--- src/common/pbs_pkg.sv ---
// Constants and types for the push-button power sequencer
package pbs_pkg;
  localparam int CLK_HZ           = 50_000_000;
  localparam int DEBOUNCE_MS      = 30;
  localparam int LONG_PUSH_MS     = 2000;
  localparam int CONFIRM_MS       = 1000;
  localparam int RESET_PULSE_MS   = 200;
  localparam int IRQ_MIN_MS       = 100;
  localparam int DEBOUNCE_CYC     = CLK_HZ / 1000 * DEBOUNCE_MS;
  localparam int LONG_PUSH_CYC    = CLK_HZ / 1000 * LONG_PUSH_MS;
  localparam int CONFIRM_CYC      = CLK_HZ / 1000 * CONFIRM_MS;
  localparam int RESET_PULSE_CYC  = CLK_HZ / 1000 * RESET_PULSE_MS;
  localparam int IRQ_MIN_CYC      = CLK_HZ / 1000 * IRQ_MIN_MS;
  localparam int CNT_W            = 32;
  localparam logic [CNT_W-1:0] CNT_RESET = 32'h0;

  typedef enum logic [2:0] {
    PBS_STANDBY  = 3'b000,
    PBS_DEBOUNCE = 3'b001,
    PBS_WAIT     = 3'b011,
    PBS_NORMAL   = 3'b010,
    PBS_POWERDN  = 3'b110
  } pbs_state_e;
endpackage

--- src/hdl/pbs_top.sv ---
// Push-button power sequencer core
`timescale 1ns/1ps
`default_nettype none
module pbs_top
  import pbs_pkg::*;
#(
  parameter int DEBOUNCE_CNT    = DEBOUNCE_CYC,
  parameter int LONG_PUSH_CNT   = LONG_PUSH_CYC,
  parameter int CONFIRM_CNT     = CONFIRM_CYC,
  parameter int RESET_PULSE_CNT = RESET_PULSE_CYC,
  parameter int IRQ_MIN_CNT     = IRQ_MIN_CYC,
  parameter bit LONG_PUSH_RESET = 1'b0,
  parameter bit HOLD_TO_START   = 1'b0
) (
  input  wire logic MCLK,
  input  wire logic RESET_N,
  input  wire logic POWER_BUTTON_N,
  input  wire logic SECOND_BUTTON_N,
  input  wire logic PROCESSOR_ACK,
  input  wire logic SUPPLY_OK,
  output logic      SUPPLY_ON,
  output logic      RESET_OUT_N,
  output logic      IRQ_N,
  output logic      ACK_PULLDOWN,
  output logic      REF_ENABLE,
  output logic      UNDERVOLTAGE_FLAG_N,
  output logic      BUTTON_STATE_N
);
  typedef struct packed {
    logic [1:0]       pb_s;
    logic [1:0]       sb_s;
    logic [1:0]       ack_s;
    logic [1:0]       sup_s;
    pbs_state_e       st;
    logic [CNT_W-1:0] tmr;
    logic [CNT_W-1:0] rst_cnt;
    logic [CNT_W-1:0] irq_cnt;
    logic [CNT_W-1:0] lp_cnt;
    logic             rst_act;
    logic             irq_act;
    logic             irq_btn;
    logic             ref_en;
    logic             on;
    logic             btn_out;
  } pbs_s;

  pbs_s        r_q;
  pbs_s        r_d;
  logic [1:0]  rsync_q;
  logic        rst_n;
  logic        pb;
  logic        sb;
  logic        ack;
  logic        sup;
  logic        long_hit;

  // ************************************************************
  // Reset release
  // ************************************************************
  always_ff @(posedge MCLK or negedge RESET_N) begin
    if (!RESET_N) begin
      rsync_q <= 2'h0;
    end else begin
      rsync_q <= {rsync_q[0], 1'b1};
    end
  end
  assign rst_n = rsync_q[1];

  assign pb  = ~r_q.pb_s[1];
  assign sb  = ~r_q.sb_s[1];
  assign ack = r_q.ack_s[1];
  assign sup = r_q.sup_s[1];
  assign long_hit = pb && sb && (r_q.lp_cnt >= CNT_W'(LONG_PUSH_CNT - 1));

  function automatic logic [CNT_W-1:0] inc(input logic [CNT_W-1:0] v);
    return v + CNT_W'(1);
  endfunction

  // ************************************************************
  // Sequencer
  // ************************************************************
  always_comb begin
    r_d = r_q;
    r_d.pb_s  = {r_q.pb_s[0], POWER_BUTTON_N};
    r_d.sb_s  = {r_q.sb_s[0], SECOND_BUTTON_N};
    r_d.ack_s = {r_q.ack_s[0], PROCESSOR_ACK};
    r_d.sup_s = {r_q.sup_s[0], SUPPLY_OK};
    r_d.tmr   = inc(r_q.tmr);
    // Long push counter only runs while both buttons are held
    r_d.lp_cnt = (pb && sb && r_q.st == PBS_NORMAL) ? inc(r_q.lp_cnt) : CNT_RESET;
    // Reset pulse
    if (r_q.rst_act) begin
      r_d.rst_cnt = inc(r_q.rst_cnt);
      if (r_q.rst_cnt >= CNT_W'(RESET_PULSE_CNT - 1)) begin
        r_d.rst_act = 1'b0;
        r_d.ref_en  = 1'b1;
      end
    end
    // Interrupt minimum hold, extended by held button (button irq) or by low supply (undervoltage irq)
    if (r_q.irq_act) begin
      r_d.irq_cnt = inc(r_q.irq_cnt);
      if (r_q.irq_cnt >= CNT_W'(IRQ_MIN_CNT - 1) && !(r_q.irq_btn && pb)
          && !(!r_q.irq_btn && !sup)) begin
        r_d.irq_act = 1'b0;
      end
    end
    if (r_q.btn_out && !pb && !r_q.irq_act) begin
      r_d.btn_out = 1'b0;
    end
    unique case (r_q.st)
      PBS_STANDBY: begin
        r_d.on = 1'b0;
        r_d.ref_en = 1'b0;
        r_d.rst_act = 1'b0;
        r_d.irq_act = 1'b0;
        r_d.btn_out = 1'b0;
        r_d.tmr = CNT_RESET;
        if (pb) begin
          r_d.st = PBS_DEBOUNCE;
        end
      end
      PBS_DEBOUNCE: begin
        r_d.btn_out = 1'b1;
        if (!pb) begin
          r_d.st = PBS_STANDBY;
        end else if (!sup) begin
          r_d.tmr = CNT_RESET;
        end else if (r_q.tmr >= CNT_W'(DEBOUNCE_CNT - 1)) begin
          r_d.on = 1'b1;
          r_d.rst_act = 1'b1;
          r_d.rst_cnt = CNT_RESET;
          r_d.irq_cnt = CNT_RESET;
          r_d.tmr = CNT_RESET;
          r_d.st = PBS_WAIT;
        end
      end
      PBS_WAIT: begin
        if (ack) begin
          r_d.st = PBS_NORMAL;
        end else if (r_q.tmr >= CNT_W'(CONFIRM_CNT - 1)) begin
          r_d.st = PBS_POWERDN;
        end else if (HOLD_TO_START && !pb) begin
          r_d.st = PBS_POWERDN;
        end
      end
      PBS_NORMAL: begin
        if (!ack) begin
          r_d.st = PBS_POWERDN;
        end else if (long_hit) begin
          if (LONG_PUSH_RESET) begin
            r_d.rst_act = 1'b1;
            r_d.rst_cnt = CNT_RESET;
            r_d.ref_en = 1'b0;
            r_d.tmr = CNT_RESET;
            r_d.st = PBS_WAIT;
          end else begin
            r_d.st = PBS_POWERDN;
          end
        end else if (!r_q.irq_act && !sup) begin
          r_d.irq_act = 1'b1;
          r_d.irq_btn = 1'b0;
          r_d.irq_cnt = CNT_RESET;
        end else if (!r_q.irq_act && pb && r_q.tmr >= CNT_W'(DEBOUNCE_CNT - 1)) begin
          r_d.irq_act = 1'b1;
          r_d.irq_btn = 1'b1;
          r_d.btn_out = 1'b1;
          r_d.irq_cnt = CNT_RESET;
        end
        // Debounce timer for short press reuses tmr while button held
        if (!pb || r_q.irq_act) begin
          r_d.tmr = CNT_RESET;
        end
      end
      PBS_POWERDN: begin
        r_d.on = 1'b0;
        if (!pb && !sb) begin
          r_d.st = PBS_STANDBY;
        end
      end
      default: r_d.st = PBS_STANDBY;
    endcase
  end

  always_ff @(posedge MCLK or negedge rst_n) begin
    if (!rst_n) begin
      r_q <= '{pb_s: 2'h3, sb_s: 2'h3, ack_s: 2'h0, sup_s: 2'h0, st: PBS_STANDBY,
               tmr: CNT_RESET, rst_cnt: CNT_RESET, irq_cnt: CNT_RESET,
               lp_cnt: CNT_RESET, default: 1'b0};
    end else begin
      r_q <= r_d;
    end
  end

  assign SUPPLY_ON    = r_q.on;
  assign RESET_OUT_N  = ~r_q.rst_act;
  assign IRQ_N        = ~r_q.irq_act;
  assign ACK_PULLDOWN = (r_q.st == PBS_DEBOUNCE) || (r_q.st == PBS_WAIT);
  assign REF_ENABLE   = r_q.ref_en;
  assign UNDERVOLTAGE_FLAG_N = (r_q.st == PBS_STANDBY) ? 1'b1 : r_q.sup_s[1];
  assign BUTTON_STATE_N = ~r_q.btn_out;
endmodule
`default_nettype wire

--- config.mk ---
export PLATFORM = sky130hd
export DESIGN_NAME = pbs_top
export DESIGN_NICKNAME = d
export VERILOG_FILES = /design/src/common/pbs_pkg.sv /design/src/hdl/pbs_top.sv
export SDC_FILE = /design/constraint.sdc
export NUM_CORES = 1
export LEC_CHECK = 0
export BUFFER_PORTS_ARGS = -buffer_cell sky130_fd_sc_hd__buf_4
export CAP_MARGIN = 20
export CORE_ASPECT_RATIO = 0.6
export CORE_UTILIZATION = 35
export DETAILED_ROUTE_END_ITERATION = 6
export PLACE_DENSITY_LB_ADDON = 0.1
export SLEW_MARGIN = 10
export SYNTH_ARGS = -nofsm -noshare
export SYNTH_HDL_FRONTEND = slang
export SYNTH_SLANG_ARGS = --single-unit
--- constraint.sdc ---
create_clock -name MCLK -period 9.1 [get_ports MCLK]
set_clock_uncertainty 0.1 [all_clocks]
set_input_delay 0.455 -clock MCLK [delete_from_list [all_inputs] [get_ports MCLK]]
set_output_delay 0.455 -clock MCLK [all_outputs]
set_load 0.01 [all_outputs]
Yosys cells after proc, flatten, opt, wreduce, memory -nomap -nowiden
Cells that the tools add are included.

Add/subtract/negate cells: 4. Multiply operators: 0. Div/mod/pow operators: 0. $lt $le $gt $ge: 5. Eq/ne operators: 13. Shift operators: 0. Mux-type cells: 51. Bitwise gates (word level): 6. Reductions and logical operators: 30.

Operator list (count): 32-bit 2-to-1 mux (10); 32-bit by 1-bit adder with 32-bit output, second input constant (4); 99-bit 2-to-1 mux (1); 96-bit 2-to-1 mux (1); 32-bit one-hot mux with 3 select lines (1); 64-bit 2-to-1 mux (1); 32-bit one-hot mux with 2 select lines (1); 32-bit by 21-bit >= comparator with 1-bit output, second input constant (1); 32-bit by 23-bit >= comparator with 1-bit output, second input constant (1); 32-bit by 24-bit >= comparator with 1-bit output, second input constant (1); 32-bit by 26-bit >= comparator with 1-bit output, second input constant (1); 32-bit by 27-bit >= comparator with 1-bit output, second input constant (1); 3-bit 2-to-1 mux (8); 1-bit 2-to-1 mux (19); 3-bit one-hot mux with 5 select lines (1); 1-bit logical AND (13); 3-bit != test, second input constant (4); 2-bit != test, second input constant (5); 2-bit 2-to-1 mux (4); 4-bit AND reduction (2); 2-bit nonzero test (4); 3-bit by 2-bit == test with 1-bit output, second input constant (2); 1-bit inverter (6); 1-bit one-hot mux with 2 select lines (3); other kinds (9) (14).

Register bits after elaboration: 147. Latch bits: 0. Bits in writable memories: 0. Memory bits (read-only): 0. Input port bits: 6. Logic and storage cells: 125. Memories: 0.

Depth between registers and ports, before layout
Gate-level depths: netlist of run 1.

Depth after elaboration: 12. Depth in mapped cells: 9.

Worst setup path before layout of run 1
OpenSTA, ideal clock, no wires.

Kind: register to register. Start: reg r_q[102] in the netlist's numbering. End: reg r_q[48] in the netlist's numbering. Arrival time: 2.154 ns. Required time: 8.881 ns. Slack: 6.728 ns. Cell stages (with the launch flop): 10. Path buffers: 2. Clock period less this slack: 2.372 ns. Cells stage by stage: dfrtp_1 > ha_1 > and4_2 > nor4_1 > nor4_1 > o21ai_1 > o32ai_2 > buf_4 > buf_4 > nor2_1.

RTL lines: start, declared (RTL line pbs_top.sv:47) `pbs_s r_q;`; start signal, assigned (RTL line pbs_top.sv:186) `r_q <= '{pb_s: 2'h3, sb_s: 2'h3, ack_s: 2'h0, sup_s: 2'h0, st: PBS_STANDBY,`; start signal, assigned (RTL line pbs_top.sv:190) `r_q <= r_d;`.

==> results of run 1 <==
## stage by stage
step           setup WS, ns  instance area, um^2  utilization (%)
2_1_floorplan         4.608                 7256                -
3_3_place_gp          6.390                 7607            37.72
3_5_place_dp          6.262                 7607            37.72
4_1_cts               6.245                 8158            40.45
5_1_grt               6.021                 8190            40.61
6_report              6.258                 8190            40.61
## cell usage after synthesis (3+ instances only)
master / count / area, um^2
sky130_fd_sc_hd__nand3_1: 49 / 245.2
sky130_fd_sc_hd__nor3_1: 17 / 85.08
sky130_fd_sc_hd__nor4_1: 16 / 100.1
sky130_fd_sc_hd__inv_1: 10 / 37.54
sky130_fd_sc_hd__o21ai_0: 11 / 55.05
sky130_fd_sc_hd__buf_2: 8 / 40.04
sky130_fd_sc_hd__dfrtp_1: 143 / 3578
sky130_fd_sc_hd__o211ai_1: 4 / 30.03
sky130_fd_sc_hd__o31ai_1: 4 / 30.03
sky130_fd_sc_hd__nand2_1: 58 / 217.7
sky130_fd_sc_hd__or4_1: 3 / 22.52
sky130_fd_sc_hd__dfstp_2: 4 / 105.1
sky130_fd_sc_hd__clkbuf_1: 16 / 60.06
sky130_fd_sc_hd__xor2_1: 72 / 630.6
sky130_fd_sc_hd__and3_1: 18 / 112.6
sky130_fd_sc_hd__or3_1: 7 / 43.79
sky130_fd_sc_hd__ha_1: 4 / 50.05
sky130_fd_sc_hd__xnor2_1: 45 / 394.1
sky130_fd_sc_hd__nor2b_1: 3 / 18.77
sky130_fd_sc_hd__and2_1: 3 / 18.77
sky130_fd_sc_hd__nor2_1: 161 / 604.3
sky130_fd_sc_hd__a21oi_1: 14 / 70.07
sky130_fd_sc_hd__nand4_1: 39 / 244.0
sky130_fd_sc_hd__and4_1: 12 / 105.1
## flip-flops by register name, summed over array words and instances (netlist names)
name and flops:
ack 1, r_d 4, rsync_q 2, SUPPLY_ON 1, r_q 138, REF_ENABLE 1
## report_power, final
part           total [W]  switching (W)  internal, W  leakage [nW]
clock           0.000652       0.000287     0.000365         0.246
combinational  0.0000277      0.0000193   0.00000841          1.22
sequential      0.000666     0.00000684     0.000659          2.02
total            0.00135       0.000313      0.00103          3.49
## timing repair
| action | in CTS | in global routing |
|---|---|---|
| hold endpoints to repair | 2 | 0 |
| endpoints found under the setup margin | 0 | 0 |
| hold buffers | 1 | 0 |
## how the worst min path moves through the flow
stage                             to  slack (ns)  cells after the start
after floorplan           rsync_q[0]        0.06                      0
after global placement    rsync_q[0]        0.14                      1
after CTS                   r_d[138]       0.006                      1
final                       r_d[138]        0.03                      1
after global routing        r_d[138]       0.007                      1
after detailed placement  rsync_q[0]        0.14                      1
## per-layer routing
| layer | share of wire (%) | global-route usage, % | wire (um) | vias to the layer above |
|---|---|---|---|---|
| li1 | - | - | - | 2641 |
| met1 | 56 | 24.10 | 8491 | 2552 |
| met2 | 40 | 21.38 | 6153 | 58 |
| met3 | 2.9 | 3.415 | 438 | 14 |
| met4 | 1.3 | 5.691 | 204 | 0 |
| met5 | 0 | 0 | 0 | - |
## kinds of logic (layout without fill, tap and decap cells)
family	Yosys count	after routing	share of synthesized area (%)
multiplexers	2	2	0.2759
other	1	1	0.05168
XOR/XNOR	117	117	14.12
AO/OA/AOI/OAI	52	52	4.760
buffers and inverters	37	62	2.259
AND/OR/NAND/NOR	403	403	27.07
flip-flops	147	147	50.77
adder cells (fa/ha/maj)	4	4	0.6898
## cells in the final DEF (no fill, tap or decap), types with 2 or more instances in the layout
cell / netlist / routed
sky130_fd_sc_hd__inv_6: 0 / 3
sky130_fd_sc_hd__nand3_1: 49 / 49
sky130_fd_sc_hd__buf_4: 2 / 17
sky130_fd_sc_hd__nand2_1: 58 / 58
sky130_fd_sc_hd__nor2b_1: 3 / 3
sky130_fd_sc_hd__o21a_1: 2 / 2
sky130_fd_sc_hd__clkbuf_8: 0 / 2
sky130_fd_sc_hd__nand4_1: 39 / 39
sky130_fd_sc_hd__or4_1: 3 / 3
sky130_fd_sc_hd__o21ai_0: 11 / 11
sky130_fd_sc_hd__dfrtp_1: 143 / 142
sky130_fd_sc_hd__o211ai_1: 4 / 4
sky130_fd_sc_hd__or2_2: 2 / 2
sky130_fd_sc_hd__nor3_1: 17 / 16
sky130_fd_sc_hd__dfstp_2: 4 / 4
sky130_fd_sc_hd__nor3b_1: 2 / 2
sky130_fd_sc_hd__inv_1: 10 / 10
sky130_fd_sc_hd__nor4_1: 16 / 16
sky130_fd_sc_hd__and3_1: 18 / 18
sky130_fd_sc_hd__xnor2_1: 45 / 45
sky130_fd_sc_hd__nor2_2: 2 / 2
sky130_fd_sc_hd__mux2i_1: 2 / 2
sky130_fd_sc_hd__a21oi_1: 14 / 14
sky130_fd_sc_hd__or3_1: 7 / 7
sky130_fd_sc_hd__clkbuf_16: 0 / 17
sky130_fd_sc_hd__and4_1: 12 / 12
sky130_fd_sc_hd__nor3_2: 1 / 2
sky130_fd_sc_hd__xor2_1: 72 / 72
sky130_fd_sc_hd__o31ai_1: 4 / 4
sky130_fd_sc_hd__clkinvlp_4: 0 / 6
sky130_fd_sc_hd__a21o_1: 2 / 2
sky130_fd_sc_hd__clkbuf_1: 16 / 3
sky130_fd_sc_hd__nand3b_1: 2 / 2
sky130_fd_sc_hd__and2_1: 3 / 3
sky130_fd_sc_hd__nor2_1: 161 / 161
sky130_fd_sc_hd__ha_1: 4 / 4
## worst register-to-register path, cell delays in order, from the launching register on
cell and delay, ns:
sky130_fd_sc_hd__dfrtp_1 0.39, sky130_fd_sc_hd__ha_1 0.23, sky130_fd_sc_hd__and4_2 0.30, sky130_fd_sc_hd__nor4_1 0.07
sky130_fd_sc_hd__nor4_1 0.53, sky130_fd_sc_hd__nor3_1 0.11, sky130_fd_sc_hd__nor3_2 0.51, sky130_fd_sc_hd__buf_4 0.38
sky130_fd_sc_hd__nor2_1 0.10
## layout make-up
| cell class | instances | area [um^2] | share of cell area (%) |
|---|---|---|---|
| well taps | 273 | 341.6 | 4.170 |
| repair buffers | 20 | 170.2 | 2.078 |
| multi-input cells | 579 | 3413 | 41.67 |
| inverters | 10 | 37.54 | 0.4583 |
| clock inverters | 10 | 76.32 | 0.9319 |
| clock buffers | 22 | 464.2 | 5.668 |
| flip-flops and latches | 147 | 3687 | 45.02 |
==> run summary, run 1 <==
## Timing
• **final-layout worst hold slack** 0.03102 ns
• **final number of hold-violating endpoints** 0
• **highest achievable clock rate** 351.9 MHz
• **Period Utilization, post-route** 31.23%
• **Worst Tran Pin Value** 1.014 ns
• **setup TNS after final layout** 0 ns
• **Slew Limit Headroom** 32.25%
• **number of max-slew violations in the final report** 0
• **unrepaired setup endpoints after global routing** false
• **final worst path period need** 2.842 ns
• **count of endpoints failing setup in the final report** 0

## Global routing
• **largest net degree at the start of global routing** 82
• **overall routing resource usage** 15.72%
• **initial antenna violation count** 0
• **vias in the first global route** 5180
• **Remaining Overflow, GRT** 0
• **global-route wire length before repair** 26.56 mm

## Synthesis
• **net count after synthesis** 773
• **gate count of the mapped netlist** 763
• **total number of yosys warnings** 0
• **per-instance average area after synthesis** 9.509 um^2
• **top flip-flop cell by instance count after synthesis** sky130_fd_sc_hd__dfrtp_1
• **share of the yosys chip area belonging to registers** 50.77%
• **flip-flop and latch count after synthesis** 147
• **combined area of all synthesized cells** 7256 um^2
• **number of unique standard cell types used by synthesis** 58
• **number of enable-type register cells in the synthesized netlist** 0
• **fraction of registers with async set/reset** 100.0%

## Finish
• **Net count, final** 785
• **fraction of final layout cells with drive strength greater than 1** 8.249%
• **final std cells w/o fill** 1061
• **ant diodes** 0
• **layout-stage area growth over the synthesis result** 12.88%
• **Fillers** 1977

## Clocking
• **CTS tree** done
• **clock tree root buffer cell** sky130_fd_sc_hd__clkbuf_16
• **worst-skew pair later-pin latency** 0.43 ns
• **number of buffers added for setup after CTS** 0
• **clock-pin slew on the worst setup and hold paths** 0.06 ns
• **number of clock sinks seen by CTS** 147
• **number of H-tree branching levels** 4
• **maximum buffer depth of the clock tree** 2
• **number of buffers created by CTS** 17
• **post-CTS sizing** 0

## Power and ir drop
• **cell leakage power** 3.489 nW
• **Power per Cell Area** 164.3 nW/um^2
• **total power** 0.001345 W
• **maximum resistive drop on vdd** 123.7 uV

## Worst setup path
• **CP Max Fanout** 24
• **worst reg2reg path endpoint** r_q[119]
• **ordered list of cells on the worst path** ha_1 -> and4_2 -> nor4_1 -> nor4_1 -> nor3_1 -> nor3_2 -> buf_4 -> nor2_1
• **launch point of the critical path** r_q[102]
• **critical path start-end classification** reg -> reg
• **Slowest Stage Delay on Critical Path** 0.53 ns
• **number of cells on the critical path** 8
• **family of cells with the greatest summed delay on the critical path** simple AND/OR/NAND/NOR gates
• **CP bufs+invs** 1
• **data required time at the worst endpoint** 9.30 ns
• **startpoint kind of the worst setup timing path** flip-flop
• **signal arrival time at the worst endpoint** 3.04 ns
• **capture point of the worst path** r_q[119]
• **most common cell type on the critical path** sky130_fd_sc_hd__nor4_1
• **slowest library cell on the worst path** sky130_fd_sc_hd__nor4_1
• **R2R setup slack** 6.26 ns
• **sort of element at the end of the critical path** flip-flop
• **startpoint of the worst register-to-register path** r_q[102]
• **Register-to-Register Path Depth** 8

## Run
• **max_cap viols** 0

## Detailed routing
• **Via density** 4.962
• **routed wire length per instance** 14.41 um
• **residual antenna-violating net count after detailed routing** 0
• **drt total wl** 15.29 mm
• **routed via count** 5265
• **1st-pass router iterations** 5
• **DRT iter0 DRCs** 232
• **final routed DRC violation total** 0

## Min path
• **path class of the lowest-slack min-delay path** in -> reg
• **source of the worst hold timing path** SUPPLY_OK

## Place
• **IO Port Bufs** 12
• **final RePlAce weighted congestion** 0.7837
• **count of placed standard cells including taps** 1026
• **Final HPWL DP** 10.05 mm

## Die
• **Die Width** 187.9 um
• **core outline area** 20170 um^2
• **number of rows in the core area** 40
• **die area** 21330 um^2
• **IO Pins** 13
• **vertical die dimension** 113.5 um
• **starting density of the core** 35.97%

## Run status
• **result of the run** finished, final reports clean

(Power assumes the default switching activity.)
==> run 2: changes to the inputs <==
Settings changed: ABC_AREA set to 1.
Clock period 9.1 ns to 2.7 ns, I/O delays scaled along.
==> run summary, run 2 <==
## Run status
• **result of the run** finished, final reports clean

## Synthesis
• **top flip-flop cell by instance count after synthesis** sky130_fd_sc_hd__dfrtp_1
• **number of enable-type register cells in the synthesized netlist** 0, unchanged
• **gate count of the mapped netlist** 1132, +48%
• **top cells by instance count after synthesis** sky130_fd_sc_hd__nand2_1 (233), sky130_fd_sc_hd__inv_1 (161), sky130_fd_sc_hd__dfrtp_1 (143)
• **total number of yosys warnings** 0, unchanged
• **Synth top area share** 40.99%, -8.3 points
• **per-instance average area after synthesis** 7.712 um^2, -19%
• **fraction of registers with async set/reset** 100.0%, unchanged
• **net count after synthesis** 1142, +48%
• **share of the yosys chip area belonging to registers** 42.20%, -8.6 points
• **top-count cell post-synth** sky130_fd_sc_hd__nand2_1
• **biggest area contributors in the synthesized netlist** sky130_fd_sc_hd__dfrtp_1 (41%), sky130_fd_sc_hd__nand2_1 (10%), sky130_fd_sc_hd__inv_1 (6.9%)
• **flip-flop and latch count after synthesis** 147, unchanged
• **cell accounting for the most synthesized area** sky130_fd_sc_hd__dfrtp_1
• **number of unique standard cell types used by synthesis** 46, -21%
• **combined area of all synthesized cells** 8730 um^2, +20%

## Global routing
• **vias in the first global route** 6712, +30%
• **overall routing resource usage** 18.32%, +2.6 points
• **largest net degree at the start of global routing** 60, -27%
• **Remaining Overflow, GRT** 0, unchanged
• **global-route wire length before repair** 36.51 mm, +37%
• **initial antenna violation count** 0, unchanged

## Finish
• **most frequent standard cell in the layout excluding fill and tap cells** sky130_fd_sc_hd__nand2_1
• **fraction of final layout cells with drive strength greater than 1** 11.57%, +3.3 points
• **Largest Register** r_q
• **ant diodes** 0, unchanged
• **flip-flop count of the largest register, all copies and words added** 138, unchanged
• **layout-stage area growth over the synthesis result** 12.97%, about the same
• **most frequent cells in the layout** sky130_fd_sc_hd__nand2_1 (233), sky130_fd_sc_hd__inv_1 (161), sky130_fd_sc_hd__dfrtp_1 (142), sky130_fd_sc_hd__nor2_1 (133)
• **Final Cell Area** 9862 um^2, +20%
• **Net count, final** 1172, +49%

## Worst setup path
• **slowest library cell on the worst path** sky130_fd_sc_hd__dfrtp_1
• **critical path start-end classification** reg -> reg
• **startpoint kind of the worst setup timing path** flip-flop
• **worst reg2reg path endpoint** r_q[63]
• **CP Max Fanout** 32, +33%
• **signal arrival time at the worst endpoint** 2.46 ns, -0.58 ns
• **launch point of the critical path** r_q[102]
• **R2R setup slack** 0.45 ns, -5.81 ns
• **data required time at the worst endpoint** 2.91 ns, -6.39 ns
• **Register-to-Register Path Depth** 11, +3
• **ordered list of cells on the worst path** ha_1 -> nand4_1 -> nand2_1 -> nand3_1 -> nand2_1 -> nand2_2 -> nand2_4 -> nand3_4 -> nand2_4 -> buf_12 -> nor2_2
• **sort of element at the end of the critical path** flip-flop
• **Slowest Stage Delay on Critical Path** 0.37 ns, -0.16 ns
• **startpoint of the worst register-to-register path** r_q[102]
• **capture point of the worst path** r_q[63]

## Die
• **IO Pins** 13, unchanged
• **starting density of the core** 35.88%, -0.099 points
• **die area** 25600 um^2, +20%
• **Die Width** 205.9 um, +9.6%
• **number of rows in the core area** 44, +10%
• **core outline area** 24330 um^2, +21%
• **vertical die dimension** 124.3 um, +9.5%

## Timing
• **number of max-slew violations in the final report** 0, unchanged
• **final number of hold-violating endpoints** 0, unchanged
• **count of endpoints failing setup in the final report** 0, unchanged
• **Slew Limit Headroom** 54.65%, +22 points
• **setup slack after layout** 0.4499 ns, -5.808 ns
• **Worst Tran Pin Value** 0.6740 ns, -0.3398 ns
• **final worst path period need** 2.250 ns, -0.5917 ns
• **setup TNS after final layout** 0 ns, unchanged
• **unrepaired setup endpoints after global routing** false
• **highest achievable clock rate** 444.4 MHz, +26%
• **Period Utilization, post-route** 83.34%, +52 points
• **final-layout worst hold slack** 0.2015 ns, +0.1705 ns

## Power and ir drop
• **Power per Cell Area** 542.1 nW/um^2, +230%
• **part of the power in the clock network** 44.8%, -3.6 points
• **power share of the combinational group** 10.9%, +8.8 points
• **cell leakage power** 4.277 nW, +23%
• **fraction of power spent switching nets** 27.60%, +4.3 points
• **share of total power in sequential cells** 44.3%, -5.2 points
• **total power** 0.005346 W, +300%
• **maximum resistive drop on vdd** 366.1 uV, +200%
• **cell-internal power** 0.003871 W, +270%
• **Psw** 0.001475 W, +370%

## Min path
• **path class of the lowest-slack min-delay path** reg -> async

## Detailed routing
• **routed wire length per instance** 14.54 um, +0.93%
• **routed via count** 7238, +37%
• **residual antenna-violating net count after detailed routing** 0, unchanged
• **DR top layer** met4
• **1st-pass router iterations** 5, unchanged
• **total length of routed met3 wires** 1.263 mm, +190%
• **met1 layer wirelength in the final routing** 12.72 mm, +50%
• **Met2 Wirelength** 7.535 mm, +22%
• **drt total wl** 21.77 mm, +42%
• **final routed DRC violation total** 0, unchanged
• **Via density** 4.835, -2.6%
• **DRT iter0 DRCs** 531, +130%

## Run
• **max_cap viols** 0, unchanged

## Place
• **final RePlAce weighted congestion** 0.8561, +9.2%
• **standard cell area after detailed placement** 9216 um^2, +21%
• **IO Port Bufs** 12, unchanged
• **Setup WS pre-CTS** 0.4389 ns, -5.823 ns
• **Final HPWL DP** 16.11 mm, +60%

## Clocking
• **maximum buffer depth of the clock tree** 2, unchanged
• **clock tree root buffer cell** sky130_fd_sc_hd__clkbuf_16
• **clock-pin slew on the worst setup and hold paths** 0.06 ns, about the same
• **worst-skew pair later-pin latency** 0.44 ns, about the same
• **number of buffers created by CTS** 17, unchanged
• **number of clock sinks seen by CTS** 147, unchanged
• **number of H-tree branching levels** 4, unchanged
• **CTS tree** done

## run 2: cell count changes after synthesis, sizes merged, moves of 12 or more
cell / delta
nand2: +186
inv: +154
a21oi: +50
nor3: +42
xnor2: -24
nand3: +17
and3: -16
o21ai: +15
and4: -13
xor2: -13
nor2: +12
## run 2: cells by family after synthesis
| group | after synthesis | synth area share [%] |
|---|---|---|
| xor+xnor | 80 | 8.026 |
| compound gates | 101 | 6.120 |
| buf+inv | 181 | 8.399 |
| fa+ha+maj | 4 | 0.5733 |
| mux | 1 | 0.1147 |
| simple gates | 617 | 34.53 |
| other cells | 1 | 0.04296 |
| flops | 147 | 42.20 |
## run 2: per-stage QoR
step	instances	util [%]
2_1_floorplan	1132	-
3_3_place_gp	1459	37.88
3_5_place_dp	1459	37.88
6_report	1497	40.53
4_1_cts	1497	40.53
5_1_grt	1497	40.53
## run 2: timing repair
action / 4_1_cts / 5_1_grt
setup buffers: 0 / 0
hold buffers: 6 / 0
endpoints found under the hold margin: 6 / 0
gates resized for setup: 0 / 0
## run 2: worst min path at each step
stage                             to
final                        r_q[34]
after global routing        r_d[138]
after CTS                   r_d[138]
after detailed placement  rsync_q[0]
after global placement    rsync_q[0]
after floorplan           rsync_q[0]
## run 2: layout make-up
type	instances	area, um^2
Inverter	164	615.6
Clock buffer	19	452.9
Tap cell	322	402.9
Fill cell	2517	14470
Sequential cell	147	3687
Multi-Input combinational cell	804	4320
Timing Repair Buffer	28	250.2
Clock inverter	13	132.6
## run 2: per-layer routing
metal  up-vias  track usage, %
met5         -               0
met4         0           5.709
met3        20           3.794
met2       223           20.97
met1      3312           31.77
li1       3683               -
## run 2: worst max-delay path: cells and delay by family (launching register included)
family,cells,cell delay [ns]
buffers and inverters,1,0.30
adder cells (fa/ha/maj),1,0.26
flip-flops,1,0.37
AND/OR/NAND/NOR,9,1.05
## run 2: power by group through the flow
stage,logic [W],registers (W),clock network [W]
2_1_floorplan,0.000392,0.00240,0
3_3_place_gp,0.000596,0.00241,0
3_5_place_dp,0.000585,0.00241,0
4_1_cts,0.000593,0.00237,0.00247
5_1_grt,0.000655,0.00238,0.00256
6_report,0.000583,0.00237,0.00240
